`src/inc/swrc_pkg.sv`:
```
package swrc_pkg;

  // avalon register map, byte addresses of 32-bit words
  localparam int          AVM_ADDR_W = 4;
  localparam logic [3:0]  OFS_CTRL   = 4'h0;
  localparam logic [3:0]  OFS_STATUS = 4'h4;
  localparam logic [3:0]  OFS_CMD    = 4'h8;
  localparam logic [3:0]  OFS_WDOG   = 4'hc;

  // control word fields
  localparam int          CTRL_WDOG_EN_BIT  = 0;
  localparam int          CTRL_EXTRST_EN_BIT = 1;
  localparam int          CTRL_PINWAKE_EN_BIT = 2;
  localparam int          CTRL_CMPWAKE_EN_BIT = 3;
  localparam logic [3:0]  CTRL_RESET        = 4'h3;

  // status word fields
  localparam int          ST_CMP_WAKE_BIT = 0;
  localparam int          ST_PIN_WAKE_BIT = 1;
  localparam int          ST_PWRDN_BIT    = 3;
  localparam int          ST_TIMEOUT_BIT  = 4;
  localparam int          ST_SLEEP_BIT    = 5;

  // command word fields
  localparam int          CMD_CLR_WDOG_BIT = 0;

  // watchdog timing
  localparam int          CLK_PERIOD_NS      = 10;
  localparam int          WDOG_PERIOD_MS     = 18;
  localparam int          WDOG_DEFAULT_CYCLES = WDOG_PERIOD_MS * 1000000 / CLK_PERIOD_NS;
  localparam int          WDOG_W             = 24;

  // pin synchroniser: external reset pin idles high
  localparam int          SYNC_W     = 5;
  localparam logic [4:0]  SYNC_RESET = 5'h10;

  // power mode, gray along run -> sleep -> wake
  typedef enum logic [1:0] {
    MODE_RUN   = 2'b00,
    MODE_SLEEP = 2'b01,
    MODE_WAKE  = 2'b11
  } mode_e;

  // reset cause flags, timeout and powerdown are active low
  typedef struct packed {
    logic timeout_flag_n;
    logic powerdown_flag_n;
    logic pin_wake_flag;
    logic comparator_wake_flag;
  } flags_s;

  localparam flags_s FLAGS_POWERUP = 4'hc;

  // avalon-mm request from the master
  typedef struct packed {
    logic        read;
    logic        write;
    logic [3:0]  address;
    logic [3:0]  byteenable;
    logic [31:0] writedata;
  } avm_req_s;

  // whole state of the sequencer
  typedef struct packed {
    mode_e             mode;
    flags_s            flags;
    logic [3:0]        ctrl;
    logic [WDOG_W-1:0] watchdog_counter;
    logic [2:0]        pin_snap;
    logic              cmp_snap;
    logic              ext_prev;
    logic [3:0]        port_out;
    logic [3:0]        port_oe;
    logic              dev_reset;
    logic              osc_en;
    logic              waitreq;
    logic [31:0]       rdata;
  } state_s;

  localparam state_s STATE_RESET = '{
    mode:             MODE_RUN,
    flags:            FLAGS_POWERUP,
    ctrl:             CTRL_RESET,
    watchdog_counter: 24'h000000,
    pin_snap:         3'h0,
    cmp_snap:         1'h0,
    ext_prev:         1'h1,
    port_out:         4'h0,
    port_oe:          4'h0,
    dev_reset:        1'h1,
    osc_en:           1'h1,
    waitreq:          1'h1,
    rdata:            32'h00000000
  };

endpackage

```
`src/hw/sleep_wake_reset_cause.sv`:
```
`timescale 1ns/1ps
// Notes on behaviour
// - watchdog wake from sleep clears all four cause flags.
// - watchdog reset while running clears three flags, keeps powerdown flag.
// - reset-pin wake: timeout flag 1, powerdown 0, wake flags 0.
// - power-up: timeout and powerdown flags 1, wake flags 0.
// - reset-pin reset while running clears wake flags, keeps the others.
// - pin-change wake: pin flag and timeout 1, powerdown and comparator 0.
// - comparator wake: comparator flag and timeout 1, pin and powerdown 0.
// - flags hold until the next reset event or sleep entry.
// - sleep entry clears watchdog, sets timeout, clears powerdown, stops oscillator.
// - port outputs and enables frozen throughout sleep.
// - watchdog reset stays internal, never drives the reset pin.
// - sleep ends by device reset on reset pin, watchdog, pin or comparator.
// - pin wake watches pins 0, 1, 3 against last port-access snapshot.
// - every wake from sleep clears the watchdog counter.
// - powerdown flag cleared only by sleep; timeout flag cleared by watchdog.
module sleep_wake_reset_cause #(
  parameter int unsigned WDOG_CYCLES = swrc_pkg::WDOG_DEFAULT_CYCLES
) (
  // clock and reset
  input  wire logic                i_clk,
  input  wire logic                i_rst,
  // avalon-mm slave
  input  wire swrc_pkg::avm_req_s  i_avm,
  output logic [31:0]              o_avm_readdata,
  output logic                     o_avm_waitrequest,
  // processor core
  input  wire logic                i_sleep_exec,
  input  wire logic                i_port_access,
  input  wire logic [3:0]          i_port_out,
  input  wire logic [3:0]          i_port_oe,
  // pins and comparator
  input  wire logic                i_external_reset_pin_n,
  input  wire logic                i_port_pin_0,
  input  wire logic                i_port_pin_1,
  input  wire logic                i_port_pin_3,
  input  wire logic                i_comparator_out,
  // port drivers
  output logic [3:0]               o_port_out,
  output logic [3:0]               o_port_oe,
  output logic                     o_external_reset_pin_out,
  output logic                     o_external_reset_pin_oe,
  // power and reset status
  output logic                     o_device_reset,
  output logic                     o_osc_driver_en,
  output logic                     o_in_sleep,
  output swrc_pkg::flags_s         o_flags
);

  localparam logic [swrc_pkg::WDOG_W-1:0] WDOG_LAST = swrc_pkg::WDOG_W'(WDOG_CYCLES - 1);

  swrc_pkg::state_s      st_r;
  swrc_pkg::state_s      st_nxt;
  logic [4:0]            syn;
  logic                  syn_ext_n;
  logic [2:0]            syn_pins;
  logic                  syn_cmp;
  logic                  sleeping;
  logic                  running;
  logic                  ev_ext;
  logic                  ev_wdog;
  logic                  ev_pin;
  logic                  ev_cmp;
  logic                  ev_any;
  logic                  bus_req;
  logic                  bus_take;

  // every outside level passes two flops before any compare
  sync2 #(
    .WIDTH   (swrc_pkg::SYNC_W),
    .RST_VAL (swrc_pkg::SYNC_RESET)
  ) u_pin_sync (
    .i_clk (i_clk),
    .i_rst (i_rst),
    .i_d   ({i_external_reset_pin_n, i_port_pin_3, i_port_pin_1, i_port_pin_0,
             i_comparator_out}),
    .o_q   (syn)
  );

  assign syn_ext_n = syn[4];
  assign syn_pins  = syn[3:1];
  assign syn_cmp   = syn[0];

  // wake and reset events; reset-pin, pin and comparator ones from synchronised levels, watchdog from the counter
  assign sleeping = (st_r.mode == swrc_pkg::MODE_SLEEP);
  assign running  = (st_r.mode == swrc_pkg::MODE_RUN);
  assign ev_ext   = st_r.ctrl[swrc_pkg::CTRL_EXTRST_EN_BIT] && st_r.ext_prev && !syn_ext_n;
  assign ev_wdog  = st_r.ctrl[swrc_pkg::CTRL_WDOG_EN_BIT] && (st_r.watchdog_counter == WDOG_LAST);
  // stale snapshot wakes at once; software must read pins first
  assign ev_pin   = sleeping && st_r.ctrl[swrc_pkg::CTRL_PINWAKE_EN_BIT]
                    && (syn_pins != st_r.pin_snap);
  assign ev_cmp   = sleeping && st_r.ctrl[swrc_pkg::CTRL_CMPWAKE_EN_BIT]
                    && (syn_cmp != st_r.cmp_snap);
  assign ev_any   = ev_ext || ev_wdog || ev_pin || ev_cmp;
  assign bus_req  = i_avm.read || i_avm.write;
  assign bus_take = bus_req && !st_r.waitreq;

  // next state: bus slave, watchdog, snapshots and power mode
  always_comb
  begin
    st_nxt           = st_r;
    st_nxt.dev_reset = 1'b0;
    st_nxt.waitreq   = 1'b1;
    st_nxt.ext_prev  = syn_ext_n;

    // free-running watchdog, wraps on time-out
    if (!st_r.ctrl[swrc_pkg::CTRL_WDOG_EN_BIT] || ev_wdog)
      st_nxt.watchdog_counter = '0;
    else
      st_nxt.watchdog_counter = st_r.watchdog_counter + 1'b1;

    // snapshot at every file or bit operation on the port
    if (i_port_access)
      st_nxt.pin_snap = syn_pins;

    // outputs follow the core only while awake
    if (!sleeping)
    begin
      st_nxt.port_out = i_port_out;
      st_nxt.port_oe  = i_port_oe;
    end

    // one wait state: answer is prepared on the first edge
    if (bus_req && st_r.waitreq)
    begin
      st_nxt.waitreq = 1'b0;
      case (i_avm.address)
        swrc_pkg::OFS_CTRL:   st_nxt.rdata = {28'h0000000, st_r.ctrl};
        swrc_pkg::OFS_STATUS: st_nxt.rdata = {26'h0, sleeping, st_r.flags.timeout_flag_n,
                                              st_r.flags.powerdown_flag_n, 1'b0,
                                              st_r.flags.pin_wake_flag,
                                              st_r.flags.comparator_wake_flag};
        swrc_pkg::OFS_WDOG:   st_nxt.rdata = {8'h00, st_r.watchdog_counter};
        default:              st_nxt.rdata = 32'h00000000;
      endcase
    end

    // writes take effect on the edge where waitrequest is low
    if (bus_take && i_avm.write && i_avm.byteenable[0])
    begin
      if (i_avm.address == swrc_pkg::OFS_CTRL)
        st_nxt.ctrl = i_avm.writedata[3:0];
      else if (i_avm.address == swrc_pkg::OFS_CMD
               && i_avm.writedata[swrc_pkg::CMD_CLR_WDOG_BIT])
        st_nxt.watchdog_counter = '0;
    end

    // power mode and cause flags; reset pin outranks watchdog
    case (st_r.mode)
      swrc_pkg::MODE_RUN:
      begin
        if (ev_ext)
        begin
          st_nxt.flags.pin_wake_flag        = 1'b0;
          st_nxt.flags.comparator_wake_flag = 1'b0;
          st_nxt.dev_reset                  = 1'b1;
          st_nxt.watchdog_counter           = '0;
          st_nxt.mode                       = swrc_pkg::MODE_WAKE;
        end
        else if (ev_wdog)
        begin
          st_nxt.flags.timeout_flag_n       = 1'b0;
          st_nxt.flags.pin_wake_flag        = 1'b0;
          st_nxt.flags.comparator_wake_flag = 1'b0;
          st_nxt.dev_reset                  = 1'b1;
          st_nxt.mode                       = swrc_pkg::MODE_WAKE;
        end
        else if (i_sleep_exec)
        begin
          st_nxt.flags.timeout_flag_n   = 1'b1;
          st_nxt.flags.powerdown_flag_n = 1'b0;
          st_nxt.watchdog_counter       = '0;
          st_nxt.osc_en                 = 1'b0;
          st_nxt.cmp_snap               = syn_cmp;
          st_nxt.mode                   = swrc_pkg::MODE_SLEEP;
        end
      end
      swrc_pkg::MODE_SLEEP:
      begin
        if (ev_ext)
          st_nxt.flags = 4'h8;
        else if (ev_wdog)
          st_nxt.flags = 4'h0;
        else if (ev_pin)
          st_nxt.flags = 4'ha;
        else if (ev_cmp)
          st_nxt.flags = 4'h9;
        if (ev_any)
        begin
          st_nxt.dev_reset        = 1'b1;
          st_nxt.osc_en           = 1'b1;
          st_nxt.watchdog_counter = '0;
          st_nxt.mode             = swrc_pkg::MODE_WAKE;
        end
      end
      // reset cycle; events here are ignored, flags keep
      swrc_pkg::MODE_WAKE:
        st_nxt.mode = swrc_pkg::MODE_RUN;
      default:
        st_nxt.mode = swrc_pkg::MODE_RUN;
    endcase
  end

  // power-up reset loads the cause flags for power-up
  always_ff @(posedge i_clk)
  begin
    if (i_rst)
      st_r <= swrc_pkg::STATE_RESET;
    else
      st_r <= st_nxt;
  end

  // all outputs straight from the state register
  assign o_avm_readdata           = st_r.rdata;
  assign o_avm_waitrequest        = st_r.waitreq;
  assign o_port_out               = st_r.port_out;
  assign o_port_oe                = st_r.port_oe;
  assign o_external_reset_pin_out = st_r.dev_reset & 1'b0;
  assign o_external_reset_pin_oe  = st_r.dev_reset & 1'b0;
  assign o_device_reset           = st_r.dev_reset;
  assign o_osc_driver_en          = st_r.osc_en;
  assign o_in_sleep               = (st_r.mode == swrc_pkg::MODE_SLEEP);
  assign o_flags                  = st_r.flags;
endmodule // sleep_wake_reset_cause

```
`src/hw/sync2.sv`:
```
`timescale 1ns/1ps
module sync2 #(
  parameter int               WIDTH   = 1,
  parameter logic [WIDTH-1:0] RST_VAL = '0
) (
  // clock and reset
  input  wire logic             i_clk,
  input  wire logic             i_rst,
  // asynchronous in, synchronous out
  input  wire logic [WIDTH-1:0] i_d,
  output logic      [WIDTH-1:0] o_q
);

  typedef struct packed {
    logic [WIDTH-1:0] meta;
    logic [WIDTH-1:0] held;
  } sync_s;

  sync_s st_r;
  sync_s st_nxt;

  // meta stage feeds only the held stage
  always_comb
  begin
    st_nxt.meta = i_d;
    st_nxt.held = st_r.meta;
  end

  always_ff @(posedge i_clk)
  begin
    if (i_rst)
      st_r <= '{meta: RST_VAL, held: RST_VAL};
    else
      st_r <= st_nxt;
  end

  assign o_q = st_r.held;

endmodule // sync2

```
`config.mk`:
```
export PLATFORM = sky130hd
export DESIGN_NAME = sleep_wake_reset_cause
export DESIGN_NICKNAME = d
export VERILOG_FILES = /design/src/inc/swrc_pkg.sv /design/src/hw/sleep_wake_reset_cause.sv /design/src/hw/sync2.sv
export SDC_FILE = /design/constraint.sdc
export NUM_CORES = 1
export LEC_CHECK = 0
export BUFFER_PORTS_ARGS = -buffer_cell sky130_fd_sc_hd__buf_2
export CORE_MARGIN = 1.5
export CORE_UTILIZATION = 40
export DETAILED_ROUTE_END_ITERATION = 10
export PLACE_DENSITY = 0.75
export SYNTH_ARGS = -nofsm -noshare
export SYNTH_HDL_FRONTEND = slang
export SYNTH_HIERARCHICAL = 1
export SYNTH_SLANG_ARGS = --single-unit
```
`constraint.sdc`:
```
create_clock -name i_clk -period 1.65 [get_ports i_clk]
set_input_delay 0.165 -clock i_clk [delete_from_list [all_inputs] [get_ports i_clk]]
set_output_delay 0.165 -clock i_clk [all_outputs]
set_load 0.05 [all_outputs]
```
==> run metrics <==
antenna violations before repair=0; post-layout min period=roughly 1.7 ns; required time of the critical path=1.88 ns; Yosys reg bits=84; WL/cell=between 10 and 15 um; CTS tree=done; TritonCTS Buffers=9; H-tree depth=3; mapped cell area=0.003696 mm^2; startpoint types=flop; Async S/R FF share, synth=0%; clk buf depth=2; highest clock rate=roughly 590 MHz; Yosys Warn Count=6; critical path arrival=between 1.5 and 2 ns; PD cells=a little over 900 mW/mm^2; final setup vio count=13; nets=536; Max Clock Skew=0.008696 ns; register area share after synthesis=45.50%; layout cells sized above 1=a little under a third; CP endpoint kind=flop; Post-Layout Cell Count=589; Inst Count DP=571; antenna viol nets, final=0; DIE WIDTH=between 90 and 100 um; Die Span Y=between 90 and 100 um; Worst R2R Setup Slack=-0.04 ns; Final period util=102.3%; Detailed Place HPWL=5.918 mm; Root Driver=clkbuf_8; Vias/cell=between 5 and 6; first-pass GRT wire length=13.11 mm; failing checks=negative setup slack; clk_lat worst skew=around 0.35 ns; CORE AREA=0.008848 mm^2; number of enable flip-flop cells after synthesis=0; syn avg cell area=between 8 and 9 um^2; Die ar.=a little under 0.01 mm^2; setup_tns=-0.1735 ns; post-synth cell types=49; I/O Buffers=67; dominant register cell in the synthesized netlist=dfxtp_1; gpl congestion=a little under 0.9; Synth Instances=around 400; initial drt markers=about 160; DR vias=between 2,000 and 3,000; min setup slack post-route=-0.03750 ns; Routed WL=slightly above 8 mm; Antenna diodes=0; Crit Path Max Fanout=5; worst min-delay path category=in -> reg; worst slew pin tran=0.5135 ns; Initial Util=between 40% and 50%; Min Hold Slack=about 0.022 ns; Fin. Hold Viols=0; Leakage=1.890 nW; gr ovfl total=0; Pre-Repair DR Iteration Count=4; maximum VDD drop=about 0.48 mV; num ports=approximately 110; Total Routing Usage GR=about 17%; clk sinks=84; Area Growth Syn to Fin=18.82%; max cap viols=0; RSZ-0062 raised after global routing=true; DRC viols=0; # rows=34; relative slew slack=between 60% and 70%; number of global-route vias before repair=2,884; largest net degree at the start of global routing=26; clock-pin slew on the worst setup and hold paths=around 0.080 ns; CP Class=reg -> reg; status=complete, but fails checks; fin. max-slew vios=0
-- routing by layer --
metal  wire length, um  global-route usage (%)  vias up
met4               144                   6.934        0
met2              3859                   26.68       96
met1              3568                   21.25     1402
met5                 0                       0        -
li1                  -                       -     1484
met3               483                   4.919       17
-- synthesized netlist by cell type (3+ instances only) --
cell type  count  share of area, %
dfxtp_1       84                45
a22oi_1       22               4.5
nand3_1       19               2.6
nor4_1         5              0.85
mux2i_1       10               2.7
nor2b_1        8               1.4
xnor2_1        6               1.4
a21oi_1       11               1.5
xor2_1        20               4.7
nand4_1        6               1.0
nand2b_1       4              0.68
and3_1        11               1.9
nor2_1        59               6.0
clkbuf_1       9              0.91
buf_6          3              0.91
inv_1          7              0.71
nand2_1       31               3.1
buf_4         49                10
nor3_1         3              0.41
o21ai_0        7              0.95
a32oi_1        3              0.71
a211oi_1       3              0.61
-- kinds of logic after synthesis --
| logic type | synth area share [%] |
|---|---|
| buf+inv | 12.97 |
| other cells | 0.1015 |
| simple gates | 20.24 |
| mux | 3.013 |
| compound gates | 11.68 |
| flops | 45.50 |
| xor+xnor | 6.161 |
| fa+ha+maj | 0.3385 |
-- registers in the layout, indices dropped and copies added, names as in the netlist --
| name | cells |
|---|---|
| st_r | 35 |
| o_avm_waitrequest | 1 |
| o_flags | 4 |
| o_osc_driver_en | 1 |
| u_pin_sync/st_nxt | 5 |
| o_port_out | 4 |
| o_avm_readdata | 24 |
| o_port_oe | 4 |
| u_pin_sync/o_q | 5 |
| o_device_reset | 1 |
-- area by class of cell --
type	instances	area (um^2)
Clock buffer	12	135.1
Clock inverter	4	48.80
Fill cell	847	4457
Inverter	8	30.03
Multi-Input combinational cell	265	1685
Sequential cell	84	1694
Tap cell	108	135.1
Timing Repair Buffer	108	663.1
-- final timing paths --
kind | start | endpoint | cells after the start
worst min register to register | u_pin_sync/st_nxt[4]$_SDFF_PP1_ | u_pin_sync/o_q[4]$_SDFF_PP1_ | 1
worst min-delay path | i_port_pin_3 | u_pin_sync/st_nxt[3]$_SDFF_PP0_ | 2
worst max-delay path | st_r[54]$_SDFF_PP0_ | o_flags[1]$_SDFFE_PP0P_ | 6
worst max register to register | st_r[54]$_SDFF_PP0_ | o_flags[1]$_SDFFE_PP0P_ | 6
-- stage by stage --
stage	utilization, %	worst slack, ns	power (mW)	area (um^2)
floorplan	-	0.01896	2.550	3764
global placement	46.22	-0.02729	2.639	4090
detailed placement	46.22	-0.1285	2.649	4090
CTS	49.01	-0.005772	4.048	4337
global route	49.63	-0.1080	4.197	4392
finish	49.63	-0.03750	4.028	4392
-- placed cells by master (no fill, tap or decap), types with 4 or more instances in the layout --
cell and count:
clkbuf_8 9, buf_2 68, nand3_1 19, nor2_1 58, a21oi_1 11, nand2b_1 4, nand4_1 6, dfxtp_1 78
o21ai_0 7, nand2_1 31, a22oi_1 22, xor2_1 20, inv_1 7, xnor2_1 6, and3_1 11, buf_4 36
nor2b_1 8, conb_1 10, dfxtp_2 4, mux2i_1 10
-- critical path, stage by stage (launching register included) --
cell and delay (ns):
dfxtp_2 0.32, or2_4 0.25, nor4_4 0.30, nand4_1 0.20, buf_6 0.18, a32oi_4 0.20, o22ai_2 0.12
-- what timing repair did --
item / CTS / global route
setup endpoints to repair: 32 / 46
pin swaps: 0 / 4
gates cloned: 0 / 1
buffers inserted: 0 / 0
hold buffers: 1 / 0
hold endpoints to repair: 1 / 0
gates resized for setup: 9 / 10
-- power breakdown --
part | total [mW] | internal [mW] | switching (mW)
clock | 1.40 | 0.700 | 0.701
sequential | 2.12 | 2.08 | 0.0372
combinational | 0.511 | 0.156 | 0.354
(Power assumes the default switching activity.)
